--- config.mk ---
export PLATFORM = sky130hd
export DESIGN_NAME = reduced_power_mode_control
export DESIGN_NICKNAME = d
export VERILOG_FILES = /design/src/hdl/pwr_mode_pkg.sv /design/src/hdl/pin_sync3.sv /design/src/hdl/reduced_power_mode_control.sv /design/src/hdl/wake_timer.sv
export SDC_FILE = /design/constraint.sdc
export NUM_CORES = 1
export LEC_CHECK = 0
export ABC_AREA = 1
export ABC_CLOCK_PERIOD_IN_PS = 1790
export BUFFER_PORTS_ARGS = -buffer_cell sky130_fd_sc_hd__buf_2
export CAP_MARGIN = 20
export CORE_MARGIN = 1.5
export CORE_UTILIZATION = 48
export CTS_CLUSTER_SIZE = 12
export DETAILED_ROUTE_END_ITERATION = 10
export PLACE_DENSITY_LB_ADDON = 0.2
export SKIP_LAST_GASP = 1
export SYNTH_ARGS = -nofsm -noshare
export SYNTH_HDL_FRONTEND = slang
export SYNTH_SLANG_ARGS = --single-unit
export TNS_END_PERCENT = 100
--- constraint.sdc ---
create_clock -name mclk -period 1.79 [get_ports mclk]
set_input_delay 0.0895 -clock mclk [delete_from_list [all_inputs] [get_ports mclk]]
set_output_delay 0.0895 -clock mclk [all_outputs]
set_load 0.01 [all_outputs]
--- src/hdl/pwr_mode_pkg.sv ---
package pwr_mode_pkg;
  // register offsets (byte addresses)
  localparam logic [5:0] OFS_PCTRL = 6'h00;
  localparam logic [5:0] OFS_RUN = 6'h04;
  localparam logic [5:0] OFS_SLEEP = 6'h08;
  localparam logic [5:0] OFS_WAKE = 6'h0c;
  localparam logic [5:0] OFS_GATE = 6'h10;
  localparam logic [5:0] OFS_DIV = 6'h14;
  localparam logic [5:0] OFS_PIN_EN = 6'h18;
  localparam logic [5:0] OFS_WAKE1 = 6'h1c;
  localparam logic [5:0] OFS_BOD = 6'h20;
  localparam logic [5:0] OFS_WDCFG = 6'h24;
  localparam logic [5:0] OFS_STATUS = 6'h28;
  // power_mode_field codes
  localparam logic [1:0] MODE_SLEEP = 2'h0;
  localparam logic [1:0] MODE_DEEP = 2'h1;
  localparam logic [1:0] MODE_PDOWN = 2'h2;
  // power config bits, 1 = powered down
  localparam int PD_IRC_OUT = 0;
  localparam int PD_IRC = 1;
  localparam int PD_FLASH = 2;
  localparam int PD_BOD = 3;
  localparam int PD_SYSOSC = 4;
  localparam int PD_WDO = 5;
  localparam int PD_PLL = 6;
  localparam int PD_ADC = 7;
  localparam logic [7:0] RUN_RST = 8'hf0;
  localparam logic [7:0] SLEEP_RST = 8'hff;
  localparam logic [7:0] WAKE_RST = 8'hf0;
  localparam logic [15:0] GATE_RST = 16'h001f;
  localparam logic [7:0] DIV_RST = 8'h01;
  // bus_clock_gate bit of the watchdog
  localparam int GATE_WDT = 15;
  // wake-up register 1 bits, also irq_enabled bits 8..11
  localparam int W1_BOD = 0;
  localparam int W1_WDT = 1;
  localparam int W1_USB = 2;
  localparam int W1_GRP = 3;
  // brownout_control bits
  localparam int BOD_RST_EN = 0;
  localparam int BOD_IRQ_SEL = 1;
  // watchdog_config_register bits
  localparam int WD_IRQ_EN = 0;
  localparam int WD_RST_EN = 1;
  localparam int WD_SRC_WDO = 2;
  localparam int WD_FREEZE = 5;
  // wake latency counts
  localparam logic [5:0] DS_WAKE_CYC = 6'h08;
  localparam logic [5:0] PD_WAKE_CYC = 6'h20;
  localparam logic [5:0] DS_WDO_TICKS = 6'h02;
  localparam logic [5:0] PD_WDO_TICKS = 6'h06;
  typedef enum logic [1:0] {
    ST_ACTIVE = 2'b00,
    ST_SLEEP = 2'b01,
    ST_DEEP = 2'b10,
    ST_WAKE = 2'b11
  } pm_state_type;
endpackage : pwr_mode_pkg

--- src/hdl/pin_sync3.sv ---
`timescale 1ns/1ps
module pin_sync3 #(
  parameter int W = 1
) (
  // clock and reset
  input wire logic mclk,
  input wire logic srst,
  // raw and agreed levels
  input wire logic [W-1:0] din,
  output logic [W-1:0] dout
);
  logic [W-1:0] s1_r;
  logic [W-1:0] s2_r;
  logic [W-1:0] s3_r;

  always_ff @(posedge mclk)
  begin
    s1_r <= din;
    s2_r <= s1_r;
    s3_r <= s2_r;
  end

  // a bit changes only once stages two and three agree
  always_ff @(posedge mclk)
  begin
    if (srst)
      dout <= '0;
    else
      dout <= (dout & (s2_r ^ s3_r)) | (s2_r & s3_r);
  end
endmodule : pin_sync3

--- src/hdl/reduced_power_mode_control.sv ---
`timescale 1ns/1ps
// Notes on behaviour
// - sleep stops only the processor clock
// - enabled interrupt or reset ends sleep
// - interrupt wake keeps run config; reset defaults
// - all low power modes retain register state
// - deep-sleep: analog off, rc on, flash standby
// - main and peripheral clocks off, watchdog excepted
// - frozen rc watchdog source keeps rc running
// - enabled pin interrupts wake deep modes
// - brownout wakes only if kept powered
// - watchdog wakes only if its oscillator runs
// - usb and gpio group also wake
// - running watchdog oscillator paces wake latency while the watchdog clock is kept
// - power-down also stops rc and flash
module reduced_power_mode_control (
  // clock and reset
  input wire logic mclk,
  input wire logic srst,
  // register port
  input wire logic [5:0] reg_addr,
  input wire logic [31:0] reg_wdata,
  input wire logic reg_wr,
  input wire logic reg_rd,
  output logic [31:0] reg_rdata,
  // processor core
  input wire logic core_wfi,
  input wire logic deep_idle_select,
  input wire logic core_irq_pending,
  input wire logic [11:0] irq_enabled,
  // wake sources from pins and analog blocks
  input wire logic [7:0] pin_irq,
  input wire logic bod_trip,
  input wire logic wdt_irq,
  input wire logic wdt_reset,
  input wire logic usb_wake,
  input wire logic gpio_group_irq,
  input wire logic wdosc_clk,
  // clock and power controls
  output logic cpu_clk_en,
  output logic main_clk_en,
  output logic [15:0] periph_clk_en,
  output logic wdt_clk_en,
  output logic [7:0] bus_div,
  output logic [7:0] analog_pd,
  output logic irc_out_en,
  output logic flash_standby,
  output logic reset_req
);
  pwr_mode_pkg::pm_state_type state_r;
  pwr_mode_pkg::pm_state_type state_nxt;
  logic [1:0] mode_r;
  logic pdown_r;
  logic [7:0] run_cfg_r;
  logic [7:0] sleep_cfg_r;
  logic [7:0] wake_cfg_r;
  logic [15:0] gate_r;
  logic [7:0] div_r;
  logic [7:0] pin_en_r;
  logic [3:0] wake1_r;
  logic [1:0] bodctl_r;
  logic [5:0] wdcfg_r;
  logic [13:0] ext_s;
  logic wdo_s_r;
  logic wdo_rise;
  logic deep_st;
  logic bod_on;
  logic wdo_on;
  logic rc_frozen;
  logic wdt_keep;
  logic deep_wake;
  logic timer_load;
  logic timer_tick;
  logic timer_done;
  logic [5:0] timer_val;
  logic entry_block;
  logic pdown_nxt;

  // every external event is synchronised before use
  pin_sync3 #(.W(14)) u_sync (
    .mclk(mclk),
    .srst(srst),
    .din({wdosc_clk, gpio_group_irq, usb_wake, wdt_reset, wdt_irq, bod_trip, pin_irq}),
    .dout(ext_s)
  );

  assign deep_st = state_r == pwr_mode_pkg::ST_DEEP;
  assign pdown_nxt = deep_st ? pdown_r : mode_r == pwr_mode_pkg::MODE_PDOWN;
  assign bod_on = !sleep_cfg_r[pwr_mode_pkg::PD_BOD];
  assign wdo_on = !sleep_cfg_r[pwr_mode_pkg::PD_WDO];
  assign rc_frozen = wdcfg_r[pwr_mode_pkg::WD_FREEZE] && !wdcfg_r[pwr_mode_pkg::WD_SRC_WDO];
  // watchdog clock survives deep modes from its own osc or a frozen rc
  assign wdt_keep = (wdo_on && wdcfg_r[pwr_mode_pkg::WD_SRC_WDO]) || rc_frozen;
  // power-down with a frozen rc source would never settle, so it is refused
  assign entry_block = mode_r == pwr_mode_pkg::MODE_PDOWN && rc_frozen;

  // wake sources in deep modes
  always_comb
  begin
    deep_wake = |(ext_s[7:0] & pin_en_r & irq_enabled[7:0]);
    if (ext_s[8] && bod_on && bodctl_r[pwr_mode_pkg::BOD_IRQ_SEL] && wake1_r[pwr_mode_pkg::W1_BOD] &&
        irq_enabled[8])
      deep_wake = 1'b1;
    if (ext_s[9] && wdo_on && wdcfg_r[pwr_mode_pkg::WD_IRQ_EN] && wake1_r[pwr_mode_pkg::W1_WDT] &&
        irq_enabled[9])
      deep_wake = 1'b1;
    if (ext_s[11] && wake1_r[pwr_mode_pkg::W1_USB] && irq_enabled[10])
      deep_wake = 1'b1;
    if (ext_s[12] && wake1_r[pwr_mode_pkg::W1_GRP] && irq_enabled[11])
      deep_wake = 1'b1;
  end

  // reset requests; the system answers with srst, which restores defaults
  always_ff @(posedge mclk)
  begin
    if (srst)
      reset_req <= 1'b0;
    else
      reset_req <= (ext_s[8] && bodctl_r[pwr_mode_pkg::BOD_RST_EN] && (!deep_st || bod_on)) ||
                   (ext_s[10] && wdcfg_r[pwr_mode_pkg::WD_RST_EN] &&
                    (!deep_st || (wdo_on && gate_r[pwr_mode_pkg::GATE_WDT])));
  end

  // watchdog oscillator edge, taken from the agreed level
  always_ff @(posedge mclk)
  begin
    if (srst)
      wdo_s_r <= 1'b0;
    else
      wdo_s_r <= ext_s[13];
  end

  assign wdo_rise = ext_s[13] && !wdo_s_r;

  always_comb
  begin
    state_nxt = state_r;
    timer_load = 1'b0;
    case (state_r)
      pwr_mode_pkg::ST_ACTIVE:
      begin
        if (core_wfi && !deep_idle_select && mode_r == pwr_mode_pkg::MODE_SLEEP)
          state_nxt = pwr_mode_pkg::ST_SLEEP;
        else if (core_wfi && deep_idle_select && !entry_block &&
                 (mode_r == pwr_mode_pkg::MODE_DEEP || mode_r == pwr_mode_pkg::MODE_PDOWN))
          state_nxt = pwr_mode_pkg::ST_DEEP;
      end
      pwr_mode_pkg::ST_SLEEP:
      begin
        if (core_irq_pending)
          state_nxt = pwr_mode_pkg::ST_ACTIVE;
      end
      pwr_mode_pkg::ST_DEEP:
      begin
        if (deep_wake)
        begin
          state_nxt = pwr_mode_pkg::ST_WAKE;
          timer_load = 1'b1;
        end
      end
      default:
      begin
        if (timer_done)
          state_nxt = pwr_mode_pkg::ST_ACTIVE;
      end
    endcase
  end

  always_ff @(posedge mclk)
  begin
    if (srst)
      state_r <= pwr_mode_pkg::ST_ACTIVE;
    else
      state_r <= state_nxt;
  end

  always_ff @(posedge mclk)
  begin
    if (srst)
      pdown_r <= 1'b0;
    else if (state_r == pwr_mode_pkg::ST_ACTIVE && state_nxt == pwr_mode_pkg::ST_DEEP)
      pdown_r <= mode_r == pwr_mode_pkg::MODE_PDOWN;
  end

  // latency: power-down waits longer; a running watchdog osc sets the pace while the watchdog clock is kept
  always_comb
  begin
    if (wdt_keep && wdo_on)
      timer_val = pdown_r ? pwr_mode_pkg::PD_WDO_TICKS : pwr_mode_pkg::DS_WDO_TICKS;
    else
      timer_val = pdown_r ? pwr_mode_pkg::PD_WAKE_CYC : pwr_mode_pkg::DS_WAKE_CYC;
  end

  // the osc is far slower than mclk, so each rise is seen once
  assign timer_tick = (wdt_keep && wdo_on) ? wdo_rise : 1'b1;

  wake_timer u_timer (
    .mclk(mclk),
    .srst(srst),
    .load(timer_load),
    .load_val(timer_val),
    .tick(timer_tick),
    .done(timer_done)
  );

  // registers; processor is stopped in low power modes so nothing is lost
  always_ff @(posedge mclk)
  begin
    if (srst)
    begin
      mode_r <= pwr_mode_pkg::MODE_SLEEP;
      sleep_cfg_r <= pwr_mode_pkg::SLEEP_RST;
      wake_cfg_r <= pwr_mode_pkg::WAKE_RST;
      gate_r <= pwr_mode_pkg::GATE_RST;
      div_r <= pwr_mode_pkg::DIV_RST;
      pin_en_r <= 8'h00;
      wake1_r <= 4'h0;
      bodctl_r <= 2'h0;
    end
    else if (reg_wr)
    begin
      if (reg_addr == pwr_mode_pkg::OFS_PCTRL)
        mode_r <= reg_wdata[1:0];
      else if (reg_addr == pwr_mode_pkg::OFS_SLEEP)
        sleep_cfg_r <= reg_wdata[7:0];
      else if (reg_addr == pwr_mode_pkg::OFS_WAKE)
        wake_cfg_r <= reg_wdata[7:0];
      else if (reg_addr == pwr_mode_pkg::OFS_GATE)
        gate_r <= reg_wdata[15:0];
      else if (reg_addr == pwr_mode_pkg::OFS_DIV)
        div_r <= reg_wdata[7:0];
      else if (reg_addr == pwr_mode_pkg::OFS_PIN_EN)
        pin_en_r <= reg_wdata[7:0];
      else if (reg_addr == pwr_mode_pkg::OFS_WAKE1)
        wake1_r <= reg_wdata[3:0];
      else if (reg_addr == pwr_mode_pkg::OFS_BOD)
        bodctl_r <= reg_wdata[1:0];
    end
  end

  // run config takes the wake config when leaving a deep mode
  always_ff @(posedge mclk)
  begin
    if (srst)
      run_cfg_r <= pwr_mode_pkg::RUN_RST;
    else if (timer_load)
      run_cfg_r <= wake_cfg_r;
    else if (reg_wr && reg_addr == pwr_mode_pkg::OFS_RUN)
      run_cfg_r <= reg_wdata[7:0];
  end

  // freeze bit only sets; only a reset clears it, and it locks the source
  always_ff @(posedge mclk)
  begin
    if (srst)
      wdcfg_r <= 6'h00;
    else if (reg_wr && reg_addr == pwr_mode_pkg::OFS_WDCFG)
    begin
      wdcfg_r[1:0] <= reg_wdata[1:0];
      wdcfg_r[4:3] <= reg_wdata[4:3];
      if (!wdcfg_r[pwr_mode_pkg::WD_FREEZE])
        wdcfg_r[pwr_mode_pkg::WD_SRC_WDO] <= reg_wdata[pwr_mode_pkg::WD_SRC_WDO];
      wdcfg_r[pwr_mode_pkg::WD_FREEZE] <= wdcfg_r[pwr_mode_pkg::WD_FREEZE] |
                                          reg_wdata[pwr_mode_pkg::WD_FREEZE];
    end
  end

  // read data one cycle after the strobe, zero on unmapped offsets
  always_ff @(posedge mclk)
  begin
    if (srst)
      reg_rdata <= 32'h00000000;
    else if (reg_rd)
    begin
      if (reg_addr == pwr_mode_pkg::OFS_PCTRL)
        reg_rdata <= {30'h00000000, mode_r};
      else if (reg_addr == pwr_mode_pkg::OFS_RUN)
        reg_rdata <= {24'h000000, run_cfg_r};
      else if (reg_addr == pwr_mode_pkg::OFS_SLEEP)
        reg_rdata <= {24'h000000, sleep_cfg_r};
      else if (reg_addr == pwr_mode_pkg::OFS_WAKE)
        reg_rdata <= {24'h000000, wake_cfg_r};
      else if (reg_addr == pwr_mode_pkg::OFS_GATE)
        reg_rdata <= {16'h0000, gate_r};
      else if (reg_addr == pwr_mode_pkg::OFS_DIV)
        reg_rdata <= {24'h000000, div_r};
      else if (reg_addr == pwr_mode_pkg::OFS_PIN_EN)
        reg_rdata <= {24'h000000, pin_en_r};
      else if (reg_addr == pwr_mode_pkg::OFS_WAKE1)
        reg_rdata <= {28'h0000000, wake1_r};
      else if (reg_addr == pwr_mode_pkg::OFS_BOD)
        reg_rdata <= {30'h00000000, bodctl_r};
      else if (reg_addr == pwr_mode_pkg::OFS_WDCFG)
        reg_rdata <= {26'h0000000, wdcfg_r};
      else if (reg_addr == pwr_mode_pkg::OFS_STATUS)
        reg_rdata <= {28'h0000000, entry_block, pdown_r, state_r};
      else
        reg_rdata <= 32'h00000000;
    end
  end

  // clock and power outputs
  always_ff @(posedge mclk)
  begin
    if (srst)
    begin
      cpu_clk_en <= 1'b1;
      main_clk_en <= 1'b1;
      periph_clk_en <= pwr_mode_pkg::GATE_RST;
      wdt_clk_en <= pwr_mode_pkg::GATE_RST[pwr_mode_pkg::GATE_WDT];
      bus_div <= pwr_mode_pkg::DIV_RST;
      analog_pd <= pwr_mode_pkg::RUN_RST;
      irc_out_en <= 1'b1;
      flash_standby <= 1'b0;
    end
    else if (state_nxt == pwr_mode_pkg::ST_ACTIVE || state_nxt == pwr_mode_pkg::ST_SLEEP)
    begin
      cpu_clk_en <= state_nxt == pwr_mode_pkg::ST_ACTIVE;
      main_clk_en <= 1'b1;
      periph_clk_en <= gate_r;
      wdt_clk_en <= gate_r[pwr_mode_pkg::GATE_WDT];
      bus_div <= div_r;
      analog_pd <= timer_load ? wake_cfg_r : run_cfg_r;
      irc_out_en <= !run_cfg_r[pwr_mode_pkg::PD_IRC_OUT];
      flash_standby <= 1'b0;
    end
    else if (state_nxt == pwr_mode_pkg::ST_WAKE)
    begin
      cpu_clk_en <= 1'b0;
      main_clk_en <= 1'b0;
      periph_clk_en <= 16'h0000;
      wdt_clk_en <= wdt_keep;
      analog_pd <= wake_cfg_r;
      irc_out_en <= 1'b0;
      flash_standby <= 1'b0;
    end
    else
    begin
      cpu_clk_en <= 1'b0;
      main_clk_en <= 1'b0;
      periph_clk_en <= {wdt_keep, 15'h0000};
      wdt_clk_en <= wdt_keep;
      analog_pd <= 8'hff;
      analog_pd[pwr_mode_pkg::PD_BOD] <= !bod_on;
      analog_pd[pwr_mode_pkg::PD_WDO] <= !wdo_on;
      analog_pd[pwr_mode_pkg::PD_IRC] <= pdown_nxt && !rc_frozen;
      analog_pd[pwr_mode_pkg::PD_FLASH] <= pdown_nxt;
      irc_out_en <= rc_frozen;
      flash_standby <= !pdown_nxt;
    end
  end
endmodule : reduced_power_mode_control

--- src/hdl/wake_timer.sv ---
`timescale 1ns/1ps
module wake_timer (
  // clock and reset
  input wire logic mclk,
  input wire logic srst,
  // control
  input wire logic load,
  input wire logic [5:0] load_val,
  input wire logic tick,
  // status
  output logic done
);
  logic [5:0] cnt_r;

  always_ff @(posedge mclk)
  begin
    if (srst)
      cnt_r <= 6'h00;
    else if (load)
      cnt_r <= load_val;
    else if (tick && cnt_r != 6'h00)
      cnt_r <= cnt_r - 6'h01;
  end

  assign done = !load && cnt_r == 6'h00;
endmodule : wake_timer

==> summary.txt, run 1 <==
Clock network
  • CTS max path bufs: 2
  • Clk Latency, worst-skew pair: 0.44 ns
  • Sinks on Clock Net: 190
  • CTS root buf: clkbuf_16
  • Clock slew at reported path FFs: ~0.07 ns
  • Inserted Clock Buffers: 17
  • CTS tree: built
  • H-Tree Depth: 4

Detailed routing
  • Top layer in use: met5
  • Drt via density: 5.20
  • Via count: approximately 6600
  • Initial DRC count: between 500 and 600
  • Met2 routed WL: 9230 um
  • Routed wire length per instance: about 16 um
  • Post-Route WL: a little under 20000 um
  • Pre-Repair DR Iteration Count: 7
  • Detail Route Antenna Nets: 0
  • Met1 WL: a little over 9000 um
  • Drt drc: 0
  • Routed wl met3: approximately 1100 um

STA
  • Max-slew violation count: 0
  • Final hold vios: 0
  • Final Worst Setup Slack: -0.0394 ns
  • RSZ-0062 raised after global routing: yes
  • F_max: 0.547 GHz
  • Slew @ Worst Pin: about 0.52 ns
  • Period utilisation layout: 102%
  • Clock Skew: around 0.011 ns
  • Endpoints failing setup: 5
  • Worst rel slew slack: between 60% and 70%
  • Min Tclk post-route: ~1.8 ns

Critical path
  • Crit-path cells: buf_6 -> ha_4 -> nand2_2 -> nand3_2 -> nor2_4 -> nor2_4 -> nor2_8 -> nor2_4 -> buf_6 -> buf_6 -> a22o_1
  • R2R Setup Slk: -0.04 ns
  • Crit path largest cell delay: around 0.33 ns
  • CP Max Fanout: 6
  • CP required: between 2 and 2.5 ns
  • Critical path class: register to register
  • Reg2reg start: mode_r[1]
  • Worst reg2reg endpoint: bus_div[2]
  • Startpoint types: register
  • Worst EP arrival: 2.17 ns
  • R2R depth: 11
  • Setup crit end kind: register
  • Slowest CP cell: dfxtp_2

Global routing
  • Wire length of the first global-routing pass: around 30000 um
  • Largest net degree at the start of global routing: 76
  • Initial antenna violation count: 1
  • Vias in the first global route: about 6000
  • GRT Overall Usage: 24.8%
  • Remaining global-route overflow: 0

Run
  • Max Cap Viol: 0

Cells and area
  • Fin area: slightly above 9000 sq um
  • Layout cells sized above 1: between 20 and 25%
  • Most frequent cells in the layout: dfxtp_1 (185), nand2_1 (143), buf_2 (108), a21oi_1 (93), nor2_1 (87)
  • Antenna fix cells: 0
  • Layout area overhead: 27.4%
  • Finished Layout Cells: roughly 1300
  • Final net count: between 1000 and 1500
  • Most common cell after layout, fill and taps aside: dfxtp_1

Power
  • Leak: 4.14 nW
  • PD cells: around 970 nW/um^2
  • Peak VDD IR: 0.000864 V

Outcome
  • Failing checks: negative setup slack
  • Run status: finished, violations left

Synthesis
  • Synth Area per Inst: 8.19 sq um
  • Seq/Total Area, Yosys: 52.3%
  • Synth async-reset ratio: 0%
  • Synth cell types: 38
  • Post-synthesis cell count: ~890
  • Primary FF master, synth: dfxtp_1
  • Number of synthesized flops with an enable pin: 0
  • Synthesized area: 7280 sq um
  • YS warnings: 0
  • Post-synthesis register bit count: 190

Placed design
  • Gpl congestion: about 0.9
  • Post-DP HPWL: 13900 um
  • Placed inst area: around 8000 sq um
  • Placed cells: ~1200
  • # port buffers: ~110

Floorplanning
  • Initial Util: between 40 and 50%
  • Die ar.: between 15000 and 20000 sq um
  • Core area: about 15000 sq um
  • Die W: about 130 um
  • Die height: between 100 and 150 um
  • Row cnt: 44
  • IO Count: 141

Hold path
  • Hold path depth: 3
  • Hold Path Sink: sleep_cfg_r[4]
  • Worst Hold Launch: reg_wdata[4]
  • Worst hold path class: input port to register
-- per-stage QoR --
| step | util, % | setup slack, ns | hold WS [ns] | TNS [ns] | total power [mW] |
|---|---|---|---|---|---|
| 2_1_floorplan | - | 0.160 | 0.117 | 0 | 5.07 |
| 3_3_place_gp | 55.8 | 0.0116 | 0.192 | 0 | 5.33 |
| 3_5_place_dp | 55.8 | -0.00959 | 0.193 | -0.00959 | 5.34 |
| 4_1_cts | 61.8 | -0.00200 | 0.0270 | -0.00432 | 8.90 |
| 5_1_grt | 63.3 | -0.125 | 0.0520 | -1.87 | 9.35 |
| 6_report | 63.3 | -0.0394 | 0.0533 | -0.125 | 8.98 |
-- layout make-up --
class                      count  area [sq um]
fill                        1308          5380
clock buffer                  21           470
tap                          184           230
multi-input combinational    583          3080
sequential                   190          3810
inverter                      88           347
clock inverter                10          80.1
timing repair inverter         1          5.00
timing repair buffer         183          1250
-- metal layers --
metal / track usage [%] / up-vias
met5: 0 / -
met4: 8.25 / 2
met3: 5.61 / 27
met2: 40.0 / 226
met1: 33.2 / 3024
li1: - / 3272
-- cell families (layout without fill, tap and decap cells) --
kind of cell	Yosys count	in the layout	share of synthesized area [%]
buf+inv	130	303	7.93
flops	190	190	52.3
compound gates	204	204	15.5
xor+xnor	2	2	0.241
other cells	1	16	0.0515
simple gates	344	344	21.1
fa+ha+maj	17	17	2.92
-- sequential cells by signal, summed over array words and instances (netlist names), 14 cells and up --
signal and cells:
reg_rdata 16, periph_clk_en 16, u_sync.dout 14, u_sync.s1_r 14, gate_r 16, u_sync.s2_r 14, u_sync.s3_r 14
-- repair_timing --
action | in CTS | in global routing
gates resized for setup | 3 | 48
cloned | 0 | 1
pin swaps | 2 | 12
setup buffers | 4 | 7
hold endpoints to repair | 31 | 0
setup endpoints to repair | 4 | 49
hold buffers | 29 | 0
-- worst max-delay path: cells and delay by family, from the launching register on --
| family | cells | cell delay, ns |
|---|---|---|
| and+or+nand+nor | 6 | 0.65 |
| buffers and inverters | 3 | 0.37 |
| DFF | 1 | 0.33 |
| AOI/OAI and AO/OA | 1 | 0.22 |
| adders and majority gates | 1 | 0.16 |
-- worst max path at each step --
stage	from	endpoint	slack [ns]	cells past startpoint
2_1_floorplan	u_timer.cnt_r[0]	analog_pd[4]	0.16	11
3_3_place_gp	mode_r[1]	analog_pd[1]	0.01	10
3_5_place_dp	mode_r[0]	periph_clk_en[15]	-0.01	13
4_1_cts	mode_r[0]	analog_pd[0]	-0.002	11
5_1_grt	u_timer.cnt_r[0]	analog_pd[7]	-0.12	12
6_report	mode_r[1]	bus_div[2]	-0.04	11
-- synth_stat cells, drive strengths merged, types with 6 or more instances --
cell    count  area, sq um
nand2     153          589
nor3        6         30.0
o21ai      71          359
nor2      114          536
buf        29          193
ha         17          213
dfxtp     190         3800
a21oi      94          470
inv        86          328
nand4      12         75.1
o211ai     18          135
clkbuf     13         48.8
nand3      57          290
o22ai       6         43.8
-- power by group --
| group | switching, mW | internal (mW) | total (mW) |
|---|---|---|---|
| clock network | 1.64 | 1.90 | 3.54 |
| registers | 0.0860 | 4.38 | 4.46 |
| logic | 0.571 | 0.409 | 0.981 |
No activity file was read; power rests on OpenSTA's default activity.
==> run 2: changes to the inputs <==
==> constraint.sdc (replaced) <==
create_clock -name mclk -period 1.79 [get_ports mclk]
set_input_delay 0.537 -clock mclk [delete_from_list [all_inputs] [get_ports mclk]]
set_output_delay 0.537 -clock mclk [all_outputs]
set_load 0.01 [all_outputs]
==> run 2 against run 1 <==
Net effect: highest routed layer unchanged; critical path depth grew 1; final cell count rose by 0.24%; sequential share of layout area is 0.26 points higher; wire length decreased by 1.2%; clock power grew 6%; core utilization fell by 0.31 points; the run now ends clean; critical path type unchanged; total power increased by 1.5%.
==> summary.txt, run 2 (same netlist as run 1, synthesis figures left out) <==
Floorplanning
  • Core area: 14600 sq um
  • Row cnt: 44
  • Die ar.: about 16000 sq um
  • Initial Util: a little under 50%
  • Die height: ~130 um
  • IO Count: 141
  • Die W: 126 um

STA
  • Clock Skew: ~0.0095 ns
  • Endpoints failing setup: 0
  • Period utilisation layout: between 90 and 100%
  • F_max: approximately 0.58 GHz
  • RSZ-0062 raised after global routing: yes
  • Max-slew violation count: 0
  • Min Tclk post-route: about 1.7 ns
  • Final hold vios: 0

Run
  • Max Cap Viol: 0

Global routing
  • Initial antenna violation count: 1
  • Largest net degree at the start of global routing: 45
  • Wire length of the first global-routing pass: 30800 um
  • Vias in the first global route: between 5000 and 6000
  • GRT Overall Usage: between 20% and 30%
  • Remaining global-route overflow: 0

Clock network
  • CTS tree: built
  • Clock slew at reported path FFs: around 0.070 ns
  • CTS max path bufs: 2
  • CTS root buf: clkbuf_16
  • H-Tree Depth: 4
  • Inserted Clock Buffers: 17
  • Clk Latency, worst-skew pair: about 0.43 ns
  • # hold bufs at CTS: 0
  • Sinks on Clock Net: between 150 and 200

Critical path
  • Startpoint types: register
  • CP required: 2.11 ns
  • R2R Setup Slk: 0.06 ns
  • Setup crit end kind: register
  • Critical path class: register to register
  • Worst EP arrival: about 2 ns
  • CP Max Fanout: 5
  • Most frequent CP cell: nor2_4
  • Worst reg2reg endpoint: analog_pd[7]
  • Top delay family on crit path: simple AND/OR/NAND/NOR gates
  • R2R depth: 12
  • WP depth: 12
  • Reg2reg start: u_timer.cnt_r[0]
  • Buf/Inv on CP: 3
  • Slowest CP cell: dfxtp_2
  • Crit path largest cell delay: around 0.33 ns
  • Crit-path cells: inv_2 -> ha_2 -> nand2_2 -> nor2_4 -> nand3_4 -> nor2_4 -> nor2_8 -> nor2_4 -> buf_4 -> nand3_1 -> o21ai_0 -> inv_1

Detailed routing
  • Drt drc: 0
  • Initial DRC count: between 500 and 600
  • Post-Route WL: roughly 20000 um
  • Routed wire length per instance: approximately 15 um
  • Pre-Repair DR Iteration Count: 7
  • Via count: 6500
  • Detail Route Antenna Nets: 0
  • Drt via density: 5.15

Power
  • Pwr Total: just over 9 mW
  • Leak: about 4.2 nW
  • Psw: approximately 2.3 mW
  • Register share of total power: roughly 49%
  • Combinational Power Share: between 10% and 20%
  • Sw Ratio: about a quarter
  • Pint: 6.81 mW
  • PD cells: between 900 and 1000 nW/um^2
  • Clock share of power: approximately two fifths
  • Peak VDD IR: slightly below 0.0008 V

Cells and area
  • Layout area overhead: 26.8%
  • Biggest regs: gate_r (16), periph_clk_en (16), reg_rdata (16)
  • Multi-input logic area: 3060 sq um
  • # fillers: around 1300
  • Antenna fix cells: 0
  • Layout cells sized above 1: approximately 27%
  • Most common cell after layout, fill and taps aside: dfxtp_1
  • Final net count: ~1200
  • Most frequent cells in the layout: dfxtp_1 (183), nand2_1 (141), buf_2 (108), a21oi_1 (91), nor2_1 (90)
  • Register area: approximately 3800 sq um
  • Fin util: a little over three fifths

Hold path
  • Hold path depth: 1
  • Hold Path Sink: u_sync.s1_r[0]
  • Worst hold path class: input port to register
  • Worst Hold Launch: pin_irq[0]

Outcome
  • Run status: finished clean

Placed design
  • # port buffers: 108
  • Gpl congestion: around 0.93
  • Post-DP HPWL: between 10000 and 15000 um
==> run 2: changes by cell type in the layout (fill, tap and decap cells not counted), moves of 3 or more <==
cell | previous run | this run
dlygate4sd3_1 | 29 | 0
nand2_2 | 8 | 11
buf_4 | 37 | 72
nor2_1 | 87 | 90
o21ai_0 | 46 | 49
==> run 2: what timing repair did <==
item / 4_1_cts / 5_1_grt
setup buffers: 0 / 3
endpoints found under the setup margin: 8 / 40
resized for setup: 4 / 37
endpoints found under the hold margin: 0 / 0
pin swaps: 1 / 10
==> run 2: metrics by stage <==
stage               instances  hold WS (ns)  worst slack, ns  cell area (sq um)  setup TNS (ns)
floorplan                 903         0.310            0.108               7330               0
global placement         1228         0.310           -0.229               8480           -7.93
detailed placement       1228         0.313           -0.230               8480           -8.16
CTS                      1260         0.194         -0.00210               9070        -0.00264
global route             1263         0.181          -0.0542               9220          -0.474
finish                   1263         0.207           0.0612               9220               0
==> run 2: final cells by class <==
cell class / count / share of cell area (%)
clock inverter: 12 / 1.33
multi-input combinational: 583 / 33.2
tap: 184 / 2.50
sequential: 190 / 41.4
timing repair buffer: 186 / 12.8
clock buffer: 20 / 5.06
inverter: 88 / 3.70
==> run 2: power by group through the flow <==
stage	logic, mW	clock network, mW	registers [mW]
floorplan	0.543	0	4.53
global placement	0.822	0	4.54
detailed placement	0.834	0	4.55
CTS	0.842	3.80	4.45
global route	1.03	4.02	4.47
finish	0.915	3.74	4.46
==> run 2: worst register-to-register path, stage by stage, from the launching register on <==
cell     delay, ns
dfxtp_2       0.33
inv_2         0.06
ha_2          0.18
nand2_2       0.08
nor2_4        0.14
nand3_4       0.10
nor2_4        0.18
nor2_8        0.08
nor2_4        0.17
buf_4         0.13
nand3_1       0.06
o21ai_0       0.08
inv_1         0.05
==> run 2: how the worst max path moves through the flow <==
| stage | start | endpoint | slack (ns) |
|---|---|---|---|
| after global routing | u_timer.cnt_r[1] | analog_pd[7] | -0.05 |
| after detailed placement | reg_addr[1] | reg_rdata[6] | -0.23 |
| after global placement | reg_addr[0] | reg_rdata[7] | -0.23 |
| after CTS | mode_r[0] | analog_pd[2] | -0.002 |
| final | u_timer.cnt_r[0] | analog_pd[7] | 0.06 |
| after floorplan | reg_addr[1] | run_cfg_r[5] | 0.11 |
==> run 2: layer usage <==
metal  vias to the layer above  routed length [um]  GRT usage (%)
met5                         -                  12              0
met4                         2                 320           7.57
met3                        29                1170           5.95
met2                       191                9130           39.9
met1                      3001                8920           33.8
li1                       3277                   -              -
